File: src/cei_pkg.sv
// constants, types and carriers of the exception and interrupt entry block
package cei_pkg;

  // ****************************************
  // register indices (avalon word addresses)
  // ****************************************
  localparam logic [3:0] REG_STATUS = 4'h0;
  localparam logic [3:0] REG_SAVED_PC = 4'h1;
  localparam logic [3:0] REG_SAVED_STATUS = 4'h2;
  localparam logic [3:0] REG_EXC_CODE = 4'h3;
  localparam logic [3:0] REG_INT_CODE = 4'h4;
  localparam logic [3:0] REG_VECTOR_BASE = 4'h5;
  localparam logic [3:0] REG_DEBUG_BASE = 4'h6;
  localparam logic [3:0] REG_BREAK_CONTROL = 4'h7;
  localparam logic [3:0] REG_NMI_CONTROL = 4'h8;

  // ****************************************
  // status word fields and reset values
  // ****************************************
  localparam int SW_PRIV_BIT = 30;
  localparam int SW_BANK_BIT = 29;
  localparam int SW_BLOCK_BIT = 28;
  localparam int SW_FPD_BIT = 15;
  localparam int SW_IMASK_LO = 4;
  localparam logic [31:0] SW_RESET = 32'h700000f0;
  localparam logic [31:0] SW_WRITE_MASK = 32'h700083f3;
  localparam int BRK_DEBUG_EN_BIT = 0;
  localparam int NMI_ACCEPT_BIT = 0;
  localparam logic [31:0] BASE_RESET = 32'h00000000;

  // ****************************************
  // opcodes, event codes and vectors
  // ****************************************
  localparam logic [15:0] OP_UNDEF = 16'hfffd;
  localparam logic [11:0] EVT_GEN_ILL = 12'h180;
  localparam logic [11:0] EVT_SLOT_ILL = 12'h1a0;
  localparam logic [11:0] EVT_FPU_DIS = 12'h800;
  localparam logic [11:0] EVT_SLOT_FPU = 12'h820;
  localparam logic [11:0] EVT_UBREAK = 12'h1e0;
  localparam logic [11:0] EVT_FPU_EXC = 12'h120;
  localparam logic [11:0] EVT_NMI = 12'h1c0;
  localparam logic [11:0] EVT_LVL_BASE = 12'h200;
  localparam logic [11:0] EVT_LVL_STEP = 12'h020;
  localparam logic [11:0] EVT_BL_RESET = 12'h020;
  localparam logic [11:0] EVT_NONE = 12'h000;
  localparam logic [31:0] VEC_GENERAL = 32'h00000100;
  localparam logic [31:0] VEC_INTERRUPT = 32'h00000600;
  localparam logic [31:0] RESET_ADDR = 32'ha0000000;
  localparam logic [31:0] INSN_BYTES = 32'h00000002;

  // ****************************************
  // types
  // ****************************************
  typedef enum logic [2:0] {
    CEI_NONE = 3'b000,
    CEI_GEN_ILL = 3'b001,
    CEI_SLOT_ILL = 3'b010,
    CEI_FPU_DIS = 3'b011,
    CEI_SLOT_FPU = 3'b100,
    CEI_FPU_EXC = 3'b101,
    CEI_UBREAK = 3'b110,
    CEI_INTR = 3'b111
  } cei_kind_e;

  typedef struct packed {
    logic valid;
    logic [15:0] opcode;
    logic in_slot;
    logic [31:0] pc;
    logic priv;
    logic gbr_access;
    logic pc_modify;
    logic pc_relative;
  } cei_dec_s;

  typedef struct packed {
    logic redirect;
    logic cpu_reset;
    logic [31:0] target;
  } cei_entry_s;

endpackage

File: src/cei_sync.sv
// two-flop synchroniser for pin inputs
`timescale 1ns/1ns
module cei_sync #(
  parameter int W = 1
) (
  input wire logic clk_sys,
  input wire logic srst,
  input wire logic [W-1:0] d,
  output logic [W-1:0] q
);
  logic [W-1:0] meta_q;

  // first stage feeds only the second stage
  always_ff @(posedge clk_sys) begin
    if (srst) begin
      meta_q <= '0;
      q <= '0;
    end else begin
      meta_q <= d;
      q <= meta_q;
    end
  end
endmodule

File: src/cei_entry.sv
// exception and interrupt entry unit with avalon register port
// Contract
// RULE1: undefined code fffd outside slot writes 180 and vectors to base plus 100.
// RULE2: privileged instructions in user mode are illegal, except global base forms.
// RULE3: undefined or privileged instruction in delay slot gives slot code 1a0.
// RULE4: pc-modifying, pc-relative move or move-address in delay slot is slot illegal.
// RULE5: slot exceptions save slot address minus 2 and current status word.
// RULE6: general illegal, fp disable and fp exceptions save faulting address.
// RULE7: every entry sets block, privilege and bank bits to one.
// RULE8: fp instruction outside slot with fp disabled writes 800, vector 100.
// RULE9: fp instructions are top nibble f except fffd, plus fp comm/status moves.
// RULE10: fp instruction in slot with fp disabled writes 820.
// RULE11: user break writes 1e0; saves break address, or next one after execution.
// RULE12: user break goes to debug base if enabled, else vector base plus 100.
// RULE13: fp operation exception writes 120, vector base plus 100.
// RULE14: nmi edge writes 1c0 to interrupt code, vector base plus 600.
// RULE15: nmi ignores mask when block is 0; software picks when block is 1.
// RULE16: level interrupt taken at boundary when level beats mask and block is 0.
// RULE17: interrupt entry saves following instruction address and current status.
// RULE18: accepted level is never copied into the status mask.
// RULE19: level and peripheral interrupts are masked while block bit is 1.
// RULE20: peripheral interrupt writes its own code, vector base plus 600.
// RULE21: software sets peripheral levels within 0 to 15.
// RULE22: non-break exception with block set resets cpu, code 20, jumps a0000000.
// RULE23: ordinary interrupt waits while blocked, except in sleep or standby.
// RULE24: level codes step by 20 from level 15 down to level 1.
//
// Design decisions made here: register access over Avalon-MM and the register addresses.
`timescale 1ns/1ns
module cei_entry (
  input wire logic clk_sys,
  input wire logic srst,
  input cei_pkg::cei_dec_s dec,
  input wire logic fpu_exc,
  input wire logic [31:0] fpu_pc,
  input wire logic ubreak,
  input wire logic ubreak_post,
  input wire logic [31:0] ubreak_pc,
  input wire logic int_boundary,
  input wire logic [31:0] int_next_pc,
  input wire logic sleeping,
  input wire logic nmi_pin,
  input wire logic [3:0] external_level_inputs,
  input wire logic periph_req,
  input wire logic [3:0] periph_level,
  input wire logic [11:0] periph_code,
  output logic periph_ack_q,
  output cei_pkg::cei_entry_s entry_q,
  output logic [31:0] status_word_q,
  input wire logic [3:0] avs_address,
  input wire logic avs_read,
  input wire logic avs_write,
  input wire logic [31:0] avs_writedata,
  output logic [31:0] avs_readdata,
  output logic avs_waitrequest
);
  // ****************************************
  // state
  // ****************************************
  logic [31:0] saved_pc_q, saved_status_q, vector_base_q, debug_base_q;
  logic [11:0] exc_code_q, int_code_q;
  logic brk_debug_en_q, nmi_accept_q, nmi_prev_q, nmi_pend_q;
  logic nmi_s;
  logic [3:0] lvl_s;
  logic bus_req, bus_wr;

  // ****************************************
  // decode helpers
  // ****************************************
  // fp class: top nibble f except fffd, or fp comm/status load/store
  function automatic logic is_fp_insn(input logic [15:0] op);
    logic sys_mov;
    sys_mov = ((op[15:12] == 4'h4) && ((op[7:0] == 8'h5a) || (op[7:0] == 8'h56) || (op[7:0] == 8'h6a)
              || (op[7:0] == 8'h66) || (op[7:0] == 8'h52) || (op[7:0] == 8'h62)))
              || ((op[15:12] == 4'h0) && ((op[7:0] == 8'h5a) || (op[7:0] == 8'h6a)));
    return ((op[15:12] == 4'hf) && (op != cei_pkg::OP_UNDEF)) || sys_mov;
  endfunction

  // event code for an external level, 15 maps to the base
  function automatic logic [11:0] level_code(input logic [3:0] lvl);
    logic [11:0] steps;
    steps = {8'h00, 4'hf - lvl};
    return cei_pkg::EVT_LVL_BASE + 12'(steps * cei_pkg::EVT_LVL_STEP);
  endfunction

  // pins pass two flops before use
  cei_sync #(
    .W(5)
  ) u_sync (
    .clk_sys(clk_sys),
    .srst(srst),
    .d({nmi_pin, external_level_inputs}),
    .q({nmi_s, lvl_s})
  );

  // ****************************************
  // event classification
  // ****************************************
  logic user_mode, blocked, fp_off, undef_op, priv_bad, gen_ill, slot_ill, fp_hit;
  logic [3:0] imask, best_lvl;
  logic use_periph, irq_take, nmi_take, int_open;
  cei_pkg::cei_kind_e kind_d;
  logic [31:0] spc_d, target_d;
  logic [11:0] code_d;

  assign user_mode = !status_word_q[cei_pkg::SW_PRIV_BIT];
  assign blocked = status_word_q[cei_pkg::SW_BLOCK_BIT];
  assign fp_off = status_word_q[cei_pkg::SW_FPD_BIT];
  assign imask = status_word_q[cei_pkg::SW_IMASK_LO +: 4];
  assign undef_op = dec.opcode == cei_pkg::OP_UNDEF;
  // RULE2: privileged in user mode
  assign priv_bad = user_mode && dec.priv && !dec.gbr_access;
  // RULE1: general illegal outside slot
  assign gen_ill = dec.valid && !dec.in_slot && (undef_op || priv_bad);
  // RULE3: slot illegal variants
  // RULE4: pc-modifying and pc-relative in slot
  assign slot_ill = dec.valid && dec.in_slot && (undef_op || priv_bad || dec.pc_modify || dec.pc_relative);
  // RULE9: fp class under fp disable
  assign fp_hit = dec.valid && fp_off && is_fp_insn(dec.opcode);

  // RULE19: blocked masks levels
  // RULE23: sleep lets interrupts through the block
  assign int_open = int_boundary && (!blocked || sleeping);
  assign use_periph = periph_req && (periph_level > lvl_s);
  assign best_lvl = use_periph ? periph_level : lvl_s;
  // RULE16: level must beat the mask
  assign irq_take = int_open && (best_lvl > imask);
  // RULE15: nmi beats the mask; blocked case by software bit or sleep
  assign nmi_take = int_boundary && nmi_pend_q && (!blocked || nmi_accept_q || sleeping);

  // pick one event; older pipeline events first
  always_comb begin
    kind_d = cei_pkg::CEI_NONE;
    spc_d = dec.pc;
    code_d = cei_pkg::EVT_NONE;
    target_d = vector_base_q + cei_pkg::VEC_GENERAL;
    if (fpu_exc) begin
      // RULE13: fp operation code
      kind_d = cei_pkg::CEI_FPU_EXC;
      spc_d = fpu_pc;
      code_d = cei_pkg::EVT_FPU_EXC;
    end else if (slot_ill || (fp_hit && dec.in_slot)) begin
      // RULE5: slot save points at the branch
      kind_d = slot_ill ? cei_pkg::CEI_SLOT_ILL : cei_pkg::CEI_SLOT_FPU;
      spc_d = dec.pc - cei_pkg::INSN_BYTES;
      // RULE10: slot fp disable code
      code_d = slot_ill ? cei_pkg::EVT_SLOT_ILL : cei_pkg::EVT_SLOT_FPU;
    end else if (gen_ill || fp_hit) begin
      // RULE6: faulting address saved
      // RULE8: general fp disable code
      kind_d = gen_ill ? cei_pkg::CEI_GEN_ILL : cei_pkg::CEI_FPU_DIS;
      code_d = gen_ill ? cei_pkg::EVT_GEN_ILL : cei_pkg::EVT_FPU_DIS;
    end else if (ubreak) begin
      // RULE11: pre or post break address
      kind_d = cei_pkg::CEI_UBREAK;
      spc_d = ubreak_post ? ubreak_pc + cei_pkg::INSN_BYTES : ubreak_pc;
      code_d = cei_pkg::EVT_UBREAK;
      // RULE12: debug base when enabled
      target_d = brk_debug_en_q ? debug_base_q : vector_base_q + cei_pkg::VEC_GENERAL;
    end else if (nmi_take || irq_take) begin
      // RULE17: return to the next instruction
      kind_d = cei_pkg::CEI_INTR;
      spc_d = int_next_pc;
      target_d = vector_base_q + cei_pkg::VEC_INTERRUPT;
      // RULE14: nmi code
      // RULE20: peripheral code from the controller
      // RULE24: level code table
      code_d = nmi_take ? cei_pkg::EVT_NMI : (use_periph ? periph_code : level_code(lvl_s));
    end
  end

  logic exc_d, bl_fault;
  assign exc_d = (kind_d != cei_pkg::CEI_NONE) && (kind_d != cei_pkg::CEI_INTR);
  // RULE22: exception other than break while blocked
  assign bl_fault = exc_d && blocked && (kind_d != cei_pkg::CEI_UBREAK);

  // ****************************************
  // fetch redirect
  // ****************************************
  always_ff @(posedge clk_sys) begin
    if (srst) begin
      entry_q <= '0;
      periph_ack_q <= 1'b0;
    end else begin
      entry_q.redirect <= kind_d != cei_pkg::CEI_NONE;
      entry_q.cpu_reset <= bl_fault;
      entry_q.target <= bl_fault ? cei_pkg::RESET_ADDR : target_d;
      periph_ack_q <= (kind_d == cei_pkg::CEI_INTR) && !nmi_take && use_periph;
    end
  end

  // nmi edge capture; a new edge beats the acceptance clear
  always_ff @(posedge clk_sys) begin
    if (srst) begin
      nmi_prev_q <= 1'b0;
      nmi_pend_q <= 1'b0;
    end else begin
      nmi_prev_q <= nmi_s;
      if (nmi_s && !nmi_prev_q) begin
        nmi_pend_q <= 1'b1;
      end else if ((kind_d == cei_pkg::CEI_INTR) && nmi_take) begin
        nmi_pend_q <= 1'b0;
      end
    end
  end

  // ****************************************
  // saved state and event codes
  // ****************************************
  always_ff @(posedge clk_sys) begin
    if (srst) begin
      saved_pc_q <= '0;
      saved_status_q <= '0;
      exc_code_q <= cei_pkg::EVT_NONE;
      int_code_q <= cei_pkg::EVT_NONE;
    end else if (bl_fault) begin
      exc_code_q <= cei_pkg::EVT_BL_RESET;
    end else if (kind_d != cei_pkg::CEI_NONE) begin
      saved_pc_q <= spc_d;
      saved_status_q <= status_word_q;
      if (kind_d == cei_pkg::CEI_INTR) begin
        int_code_q <= code_d;
      end else begin
        exc_code_q <= code_d;
      end
    end else if (bus_wr && (avs_address == cei_pkg::REG_SAVED_PC)) begin
      saved_pc_q <= avs_writedata;
    end else if (bus_wr && (avs_address == cei_pkg::REG_SAVED_STATUS)) begin
      saved_status_q <= avs_writedata;
    end
  end

  // status word; hardware entry wins over a software write
  always_ff @(posedge clk_sys) begin
    if (srst) begin
      status_word_q <= cei_pkg::SW_RESET;
    end else if (bl_fault) begin
      status_word_q <= cei_pkg::SW_RESET;
    end else if (kind_d != cei_pkg::CEI_NONE) begin
      // RULE7: block, privilege, bank set
      // RULE18: mask field left alone
      status_word_q[cei_pkg::SW_BLOCK_BIT] <= 1'b1;
      status_word_q[cei_pkg::SW_PRIV_BIT] <= 1'b1;
      status_word_q[cei_pkg::SW_BANK_BIT] <= 1'b1;
    end else if (bus_wr && (avs_address == cei_pkg::REG_STATUS)) begin
      status_word_q <= avs_writedata & cei_pkg::SW_WRITE_MASK;
    end
  end

  // ****************************************
  // avalon slave: one wait cycle per access
  // ****************************************
  assign bus_req = (avs_read || avs_write) && avs_waitrequest;
  assign bus_wr = avs_write && !avs_waitrequest;

  // configuration registers
  always_ff @(posedge clk_sys) begin
    if (srst) begin
      vector_base_q <= cei_pkg::BASE_RESET;
      debug_base_q <= cei_pkg::BASE_RESET;
      brk_debug_en_q <= 1'b0;
      nmi_accept_q <= 1'b0;
    end else if (bus_wr) begin
      case (avs_address)
        cei_pkg::REG_VECTOR_BASE: vector_base_q <= avs_writedata;
        cei_pkg::REG_DEBUG_BASE: debug_base_q <= avs_writedata;
        cei_pkg::REG_BREAK_CONTROL: brk_debug_en_q <= avs_writedata[cei_pkg::BRK_DEBUG_EN_BIT];
        cei_pkg::REG_NMI_CONTROL: nmi_accept_q <= avs_writedata[cei_pkg::NMI_ACCEPT_BIT];
        default: ;
      endcase
    end
  end

  // handshake and read mux
  always_ff @(posedge clk_sys) begin
    if (srst) begin
      avs_waitrequest <= 1'b1;
      avs_readdata <= '0;
    end else begin
      avs_waitrequest <= !bus_req;
      if (bus_req && avs_read) begin
        case (avs_address)
          cei_pkg::REG_STATUS: avs_readdata <= status_word_q;
          cei_pkg::REG_SAVED_PC: avs_readdata <= saved_pc_q;
          cei_pkg::REG_SAVED_STATUS: avs_readdata <= saved_status_q;
          cei_pkg::REG_EXC_CODE: avs_readdata <= {20'h00000, exc_code_q};
          cei_pkg::REG_INT_CODE: avs_readdata <= {20'h00000, int_code_q};
          cei_pkg::REG_VECTOR_BASE: avs_readdata <= vector_base_q;
          cei_pkg::REG_DEBUG_BASE: avs_readdata <= debug_base_q;
          cei_pkg::REG_BREAK_CONTROL: avs_readdata <= {31'h00000000, brk_debug_en_q};
          cei_pkg::REG_NMI_CONTROL: avs_readdata <= {31'h00000000, nmi_accept_q};
          default: avs_readdata <= '0;
        endcase
      end
    end
  end

  // ****************************************
  // checks
  // ****************************************
  logic quiet_older;
  assign quiet_older = !fpu_exc && !blocked;

  a_undef_code: assert property (@(posedge clk_sys) disable iff (srst) // RULE1
    (quiet_older && dec.valid && !dec.in_slot && undef_op) |=> (exc_code_q == 12'h180)
    && entry_q.redirect && (entry_q.target == vector_base_q + 32'h100))
    else $error("undefined code entry wrong");

  a_priv_user: assert property (@(posedge clk_sys) disable iff (srst) // RULE2
    (quiet_older && dec.valid && !dec.in_slot && user_mode && dec.priv && !dec.gbr_access)
    |=> (exc_code_q == 12'h180))
    else $error("user privileged not trapped");

  a_slot_code: assert property (@(posedge clk_sys) disable iff (srst) // RULE4
    (quiet_older && dec.valid && dec.in_slot && dec.pc_modify)
    |=> (exc_code_q == 12'h1a0) && (saved_pc_q == $past(dec.pc) - 32'h2))
    else $error("slot illegal entry wrong");

  a_fpd_code: assert property (@(posedge clk_sys) disable iff (srst) // RULE8
    (quiet_older && dec.valid && !dec.in_slot && fp_off && (dec.opcode[15:12] == 4'hf) && !undef_op
    && !priv_bad) |=> (exc_code_q == 12'h800) && (saved_pc_q == $past(dec.pc)))
    else $error("fp disable entry wrong");

  a_entry_bits: assert property (@(posedge clk_sys) disable iff (srst) // RULE7
    (entry_q.redirect && !entry_q.cpu_reset) |-> (status_word_q[30:28] == 3'b111))
    else $error("entry status bits not set");

  a_break_dest: assert property (@(posedge clk_sys) disable iff (srst) // RULE12
    (ubreak && brk_debug_en_q && !fpu_exc && !dec.valid) |=> (entry_q.target == $past(debug_base_q))
    && (exc_code_q == 12'h1e0))
    else $error("break destination wrong");

  a_irq_blocked: assert property (@(posedge clk_sys) disable iff (srst) // RULE19
    (blocked && !sleeping && !nmi_pend_q) |=> !(entry_q.redirect && (entry_q.target == $past(vector_base_q)
    + 32'h600))) else $error("interrupt taken while blocked");

  a_mask_kept: assert property (@(posedge clk_sys) disable iff (srst) // RULE18
    (kind_d == cei_pkg::CEI_INTR) |=> (status_word_q[7:4] == $past(imask)))
    else $error("mask changed on interrupt");

  a_nmi_entry: assert property (@(posedge clk_sys) disable iff (srst) // RULE14
    (nmi_take && !fpu_exc && !dec.valid && !ubreak) |=> (int_code_q == 12'h1c0)
    && (entry_q.target == $past(vector_base_q) + 32'h600))
    else $error("nmi entry wrong");

  a_bl_reset: assert property (@(posedge clk_sys) disable iff (srst) // RULE22
    (blocked && (fpu_exc || (dec.valid && undef_op))) |=> entry_q.cpu_reset && (entry_q.target == 32'ha0000000)
    && (exc_code_q == 12'h020) && (status_word_q == 32'h700000f0))
    else $error("blocked exception did not reset");

endmodule

File: config.mk
export PLATFORM = sky130hd
export DESIGN_NAME = cei_entry
export DESIGN_NICKNAME = d
export VERILOG_FILES = /design/src/cei_pkg.sv /design/src/cei_sync.sv /design/src/cei_entry.sv
export SDC_FILE = /design/constraint.sdc
export NUM_CORES = 1
export LEC_CHECK = 0
export BUFFER_PORTS_ARGS = -buffer_cell sky130_fd_sc_hd__buf_2
export CAP_MARGIN = 20
export CELL_PAD_IN_SITES_DETAIL_PLACEMENT = 0
export CELL_PAD_IN_SITES_GLOBAL_PLACEMENT = 2
export CORE_MARGIN = 3
export CORE_UTILIZATION = 28
export DETAILED_ROUTE_END_ITERATION = 10
export PLACE_DENSITY_LB_ADDON = 0.1
export SLEW_MARGIN = 40
export SYNTH_ARGS = -nofsm -noshare
export SYNTH_HDL_FRONTEND = slang
export SYNTH_SLANG_ARGS = --single-unit
File: constraint.sdc
create_clock -name clk_sys -period 4.8 [get_ports clk_sys]
set_clock_uncertainty 0.05 [all_clocks]
set_input_delay 0.96 -clock clk_sys [delete_from_list [all_inputs] [get_ports clk_sys]]
set_output_delay 0.96 -clock clk_sys [all_outputs]
set_load 0.03 [all_outputs]
# Word-level counts from Yosys, hierarchy flattened
# Cells that the tools add are included.
totals:
  output_inout_bits: 100
  register_bits: 246
op_classes:
  bitwise: 3
  n_eq_ne: 23
  muxes: 41
  reduce_logical: 75
  n_addsub: 6
  order_cmp: 2
ops:
  columns: ["op", "count"]
  rows:
  - ["32-bit two-way mux", 18]
  - ["32-bit case mux with 9 select lines", 1]
  - ["12-bit two-way mux", 9]
  - ["8-bit by 7-bit == test with 1-bit output, second input constant", 6]
  - ["32-bit by 11-bit adder with 32-bit output, second input constant", 1]
  - ["32-bit by 2-bit adder with 32-bit output, second input constant", 1]
  - ["32-bit by 9-bit adder with 32-bit output, second input constant", 1]
  - ["32-bit by 2-bit subtractor with 32-bit output, second input constant", 1]
  - ["1-bit logical AND", 30]
  - ["4-bit by 3-bit == test with 1-bit output, second input constant", 5]
  - ["1-bit logical OR", 18]
  - ["3-bit two-way mux", 6]
  - ["6-bit two-way mux", 3]
  - ["16-bit == test, second input constant", 1]
  - ["16-bit != test, second input constant", 1]
  - ["2-bit AND reduction", 8]
  - ["10-bit by 9-bit adder with 11-bit output, first input constant", 1]
  - ["4-bit by 2-bit == test with 1-bit output, second input constant", 2]
  - ["4-bit == test, second input constant", 2]
  - ["4-bit greater-than comparator", 2]
  - ["1-bit logical NOT", 8]
  - ["4-bit logical NOT", 2]
  - ["2-bit nonzero test", 4]
  - ["3-bit != test, second input constant", 2]
  - ["12 further kinds", 17]

# Logic depth before layout (Yosys ltp)
depth:
  depth_word: 20
  ltp_mapped: 20

# Hierarchy
# A second synthesis with hierarchy kept.
hier_totals:
  cells_unflattened: 1808
  hier_area_um2: 13745.7
modules_own_cells:
  columns: ["mod", "instances", "area_each_um2", "cells_per_inst"]
  rows:
  - ["cei_entry", 1, 13482.9, 1788]
  - ["cei_sync", 1, 262.8, 20]

# Worst setup path after synthesis
# No wires, ideal clock.
synth_path:
  kind: "input -> register"
  from: "input port periph_level[3]"
  to: "register saved_status_q[4]"
  required_ns: 4.659
  arrival_ns: 4.565
  setup_time_ns: 0.091
  setup_slack_ns: 0.094
  stages: 16
  cell_sequence: "ha_1 and4b_1 a211oi_1 nor2_1 clkbuf_1 nand2_1 o21ai_0 ha_1 and4b_1 a211oi_1 o21a_1 nand3_1 a211oi_4 mux2_4 buf_2 a311oi_1"
synth_between:
  elab_chain_cells: 17
  word_cells_on_any_way: 22
  classes_between: "order compare (2); eq/ne (3); mux (7); bitwise (1); reduce/logical (9)"
synth_rtl:
  columns: ["element", "line", "text"]
  rows:
  - ["start: declaration", "cei_entry.sv:45", "input wire logic [3:0] periph_level,"]
  - ["4-bit greater-than comparator", "cei_entry.sv:124", "assign use_periph = periph_req && (periph_level > lvl_s);"]
  - ["1-bit logical AND", "cei_entry.sv:124", null]
  - ["4-bit two-way mux *", "cei_entry.sv:125", "assign best_lvl = use_periph ? periph_level : lvl_s;"]
  - ["4-bit greater-than comparator *", "cei_entry.sv:127", "assign irq_take = int_open && (best_lvl > imask);"]
  - ["1-bit logical AND *", "cei_entry.sv:127", null]
  - ["1-bit logical OR *", "cei_entry.sv:160", "end else if (nmi_take || irq_take) begin"]
  - ["3-bit two-way mux *", "cei_entry.sv:160", null]
  - ["3-bit two-way mux *", "cei_entry.sv:153", "end else if (ubreak) begin"]
  - ["3-bit two-way mux *", "cei_entry.sv:148", "end else if (gen_ill || fp_hit) begin"]
  - ["3-bit two-way mux *", "cei_entry.sv:142", "end else if (slot_ill || (fp_hit && dec.in_slot)) begin"]
  - ["3-bit two-way mux *", "cei_entry.sv:137", "if (fpu_exc) begin"]
  - ["3-bit != test / 3-bit nonzero test (equally long branches)", "cei_entry.sv:173, cei_entry.sv:218", null]
  - ["1-bit logical AND", "cei_entry.sv:173", "assign exc_d = (kind_d != cei_pkg::CEI_NONE) && (kind_d != cei_pkg::CEI_INTR);"]
  - ["1-bit logical AND (2 in a row)", "cei_entry.sv:175", "assign bl_fault = exc_d && blocked && (kind_d != cei_pkg::CEI_UBREAK);"]
  - ["1-bit inverter (no line)", null, null]
  - ["3-bit AND reduction (no line)", null, null]
  - ["end signal: assignment", "cei_entry.sv:220", "saved_status_q <= status_word_q;"]
  - ["end signal: assignment", "cei_entry.sv:229", "saved_status_q <= avs_writedata;"]
  - ["end: declaration", "cei_entry.sv:60", "logic [31:0] saved_pc_q, saved_status_q, vector_base_q, debug_base_q;"]
# Mark *: on every way between the ends. The rest lies on a longest branch, timed or not.
# A chain may end at the register's enable or synchronous reset.

# Worst setup path in the final report
layout_path:
  from: "input port periph_level[3]"
  to: "register saved_pc_q[16]"
layout_between:
  elab_chain_cells: 17
  word_cells_on_any_way: 26
  classes_between: "order compare (2); eq/ne (2); mux (12); bitwise (1); reduce/logical (9)"
layout_rtl:
  columns: ["element", "line", "text"]
  rows:
  - ["4-bit greater-than comparator", "cei_entry.sv:124", null]
  - ["1-bit logical AND", "cei_entry.sv:124", null]
  - ["4-bit two-way mux *", "cei_entry.sv:125", null]
  - ["4-bit greater-than comparator *", "cei_entry.sv:127", null]
  - ["1-bit logical AND *", "cei_entry.sv:127", null]
  - ["1-bit logical OR *", "cei_entry.sv:160", null]
  - ["3-bit two-way mux", "cei_entry.sv:160", null]
  - ["3-bit two-way mux", "cei_entry.sv:153", null]
  - ["3-bit two-way mux", "cei_entry.sv:148", null]
  - ["3-bit two-way mux", "cei_entry.sv:142", null]
  - ["3-bit two-way mux", "cei_entry.sv:137", null]
  - ["3-bit != test / 3-bit nonzero test (equally long branches)", "cei_entry.sv:173, cei_entry.sv:218", null]
  - ["1-bit logical AND", "cei_entry.sv:173", null]
  - ["1-bit logical AND (2 in a row)", "cei_entry.sv:175", null]
  - ["1-bit inverter (no line)", null, null]
  - ["2-bit AND reduction (no line)", null, null]
  - ["end signal: assignment", "cei_entry.sv:219", "saved_pc_q <= spc_d;"]
  - ["end signal: assignment", "cei_entry.sv:227", "saved_pc_q <= avs_writedata;"]
  - ["end: declaration", "cei_entry.sv:60", null]
# Marks and branches as above.

==> flow_summary.json <==
{
  "status": "completed",
  "hold_depth": 1,
  "grt_max_degree": 115,
  "p_int_w": 0.00358,
  "leakage_nw": 6.68,
  "dpl_cell_area_um2": 16600,
  "routabilityCongestion": 0.880,
  "grt_pass1_wl_mm": 98.9,
  "via_per_inst": 5.43,
  "cts_buffers": 29,
  "cts_max_path_buffers": 3,
  "core_um2": 48100,
  "critPathMaxFanout": 10,
  "clock_sinks": 246,
  "worst_slew_pin_slew_ps": 798,
  "power_switching_w": 0.00143,
  "post-cts-setup-buffers": 0,
  "slew_headroom_pct": 46.3,
  "maxCapViolations": 0,
  "reg2reg_from": "u_sync.q[2]",
  "netlist_top_cells_area": "dfxtp_1 36%, nand2_1 9.2%, a21oi_1 7.6%",
  "postCtsHoldBufs": 0,
  "pre_cts_slack_ps": -212,
  "initial_core_util_pct": 28.6,
  "synth_seq_cells": 246,
  "reg2reg_slack_ps": 380,
  "crit_arrival_ps": 4920,
  "postSynth.asyncResetShare_pct": 0,
  "io_pins": 317,
  "drcViolationCount": 0,
  "synthCells": 1830,
  "cts_tree": "done",
  "p_clk_share_pct": 43.3,
  "dpl.hpwl_mm": 51.1,
  "yosysWarnings": 0,
  "synth_edf_count": 0,
  "final.setup.worst_slack_ps": 282,
  "dieWidth_um": 228,
  "htree_levels": 1,
  "row_count": 80,
  "clk-insertion-delay-late_ps": 580,
  "antenna_found_initial": 16,
  "setup.worst_path.end": "saved_pc_q[16]",
  "clk_pin_slew_ps": 60,
  "cp.required_ps": 5210,
  "netlist_area_um2": 13800,
  "rsz0062_at_grt": "false",
  "first_global_vias": 14800,
  "fillers": 5220,
  "final_core_util_pct": 36.3,
  "drive_above_1_share_pct": 22.9,
  "p_sw_share_pct": 28.6,
  "report.final.setup_viol": 0,
  "clockRootBuffer": "clkbuf_16",
  "power_frac_seq_pct": 42.3,
  "portBuffers": 296,
  "finalHoldViolations": 0,
  "post-route-min-period_ps": 4520,
  "synth.yosys.seq_area_share_pct": 35.7,
  "vdd_ir_drop_max_mv": 0.285,
  "routed_wl_mm": 67.0,
  "r2r_cells": 18,
  "p_comb_share_pct": 14.4,
  "synthFlopType": "dfxtp_1",
  "area_delta_synth_final_pct": 27.0,
  "fp.dieArea_um2": 51900,
  "min_period_over_period_pct": 94.1,
  "wl_per_cell_um": 23.8,
  "path_class": "in -> reg",
  "avgSynthCellArea_um2": 7.53,
  "grt_usage_pct": 24.6,
  "drt_iter0_markers": 1795,
  "p_per_area_nw_per_um2": 286,
  "synth_top_area_cell": "dfxtp_1",
  "cts_resized": 0,
  "start_kind": "input pin",
  "die_h_um": 228,
  "endpoint_kind": "flip-flop",
  "fmax_mhz": 221,
  "synth_cell_types": 81,
  "maxSlewViolCount": 0,
  "fin_nets": 2358,
  "ant_nets": 0,
  "synth_top_area_share_pct": 35.7,
  "hp-class": "reg -> reg",
  "vias": 15300,
  "fin_area_um2": 17500,
  "drtPass1Iterations": 9,
  "yosysMostFrequentCell": "nand2_1",
  "cp-startpoint": "periph_level[3]",
  "synth_common_cells": "339 x nand2_1, 246 x dfxtp_1, 210 x a21oi_1",
  "rr_endpoint": "saved_pc_q[16]",
  "grt_overflow": 0
}
power by group through the flow:
stage,combinational (W),clock (W),sequential [W]
after floorplan,0.000336,0,0.00216
after global placement,0.000708,0,0.00216
after detailed placement,0.000714,0,0.00216
after CTS,0.000717,0.00222,0.00212
after global routing,0.000778,0.00229,0.00212
final,0.000720,0.00217,0.00212
cell type report:
| class | instances | area [µm²] | area share (%) |
|---|---|---|---|
| multi-input cells | 1408 | 8120 | 46.4 |
| inverters | 29 | 109 | 0.622 |
| flip-flops and latches | 246 | 4920 | 28.1 |
| repair buffers | 414 | 2580 | 14.8 |
| diodes | 10 | 25.0 | 0.143 |
| clock buffers | 40 | 807 | 4.61 |
| clock inverters | 12 | 106 | 0.608 |
| well taps | 656 | 821 | 4.69 |
state kept, by name (all words and copies together) (netlist names), 12 cells and up:
register and cells:
exc_code_q 12, int_code_q 12, status_word_q 12, saved_pc_q 32, saved_status_q 32, vector_base_q 32
entry_q 34, debug_base_q 32, avs_readdata 32
worst min-delay path by stage:
stage,startpoint,endpoint,slack [ps]
5_1_grt,u_sync.meta_q[2],u_sync.q[2],400
2_1_floorplan,u_sync.meta_q[0],u_sync.q[0],360
3_3_place_gp,avs_waitrequest,avs_waitrequest,370
4_1_cts,avs_waitrequest,avs_waitrequest,390
3_5_place_dp,avs_waitrequest,avs_waitrequest,380
6_report,u_sync.meta_q[2],u_sync.q[2],390
per-layer routing:
layer	track usage [%]	vias up	wire length [µm]
met5	0	-	81
met1	34.0	7407	30300
met3	5.38	62	5270
met4	3.75	12	852
met2	40.1	570	30500
li1	-	7234	-
worst max-delay path, cell delays in order:
cell      delay, ps
buf_2           110
ha_1            310
and4b_1         210
a211oi_1        270
nor2_1          220
nand2_1         120
o21ai_0          90
ha_1            330
and4b_1         220
a211oi_1         60
buf_4           140
o21a_1          220
or3_1           520
buf_4           230
o21ai_0         190
mux2i_1         100
o31ai_1         320
buf_4           210
a31oi_1          80
per-stage QoR:
stage / hold WS [ps] / std cells / power, W / setup TNS [ps]
floorplan: 364 / 1849 / 0.00249 / 0
global placement: 367 / 2751 / 0.00287 / -9510
detailed placement: 379 / 2753 / 0.00287 / -12510
CTS: 395 / 2805 / 0.00505 / 0
global route: 405 / 2809 / 0.00519 / 0
finish: 387 / 2815 / 0.00501 / 0
placed cells by master, fill, tap and decap left out, drive strengths merged, types with 10 or more instances in the layout:
cell type and count:
nor3 36, a21oi 211, a22oi 46, diode 10
a22o 15, clkbuf 40, a31oi 41, and3 12
o22ai 11, dfxtp 246, o21ai 78, and2 19
nand4 27, nand2b 10, nor2 141, ha 13
xor2 23, nor4 11, or3 10, a222oi 35
nand3 64, inv 31, o21a 13, conb 20
buf 414, a221oi 11, a311oi 17, xnor2 34
o221ai 14, mux2i 23, nand2 340, nor2b 14
o211ai 17
cell families after synthesis:
group / Yosys count / share of synthesized area [%]
flip-flops: 246 / 35.7
multiplexers: 28 / 2.11
adder cells (fa/ha/maj): 13 / 1.18
XOR/XNOR: 57 / 3.62
AND/OR/NAND/NOR: 717 / 23.5
buffers and inverters: 195 / 6.31
AO/OA/AOI/OAI: 573 / 27.5
other: 1 / 0.0272
No activity file was read; power rests on OpenSTA's default activity.
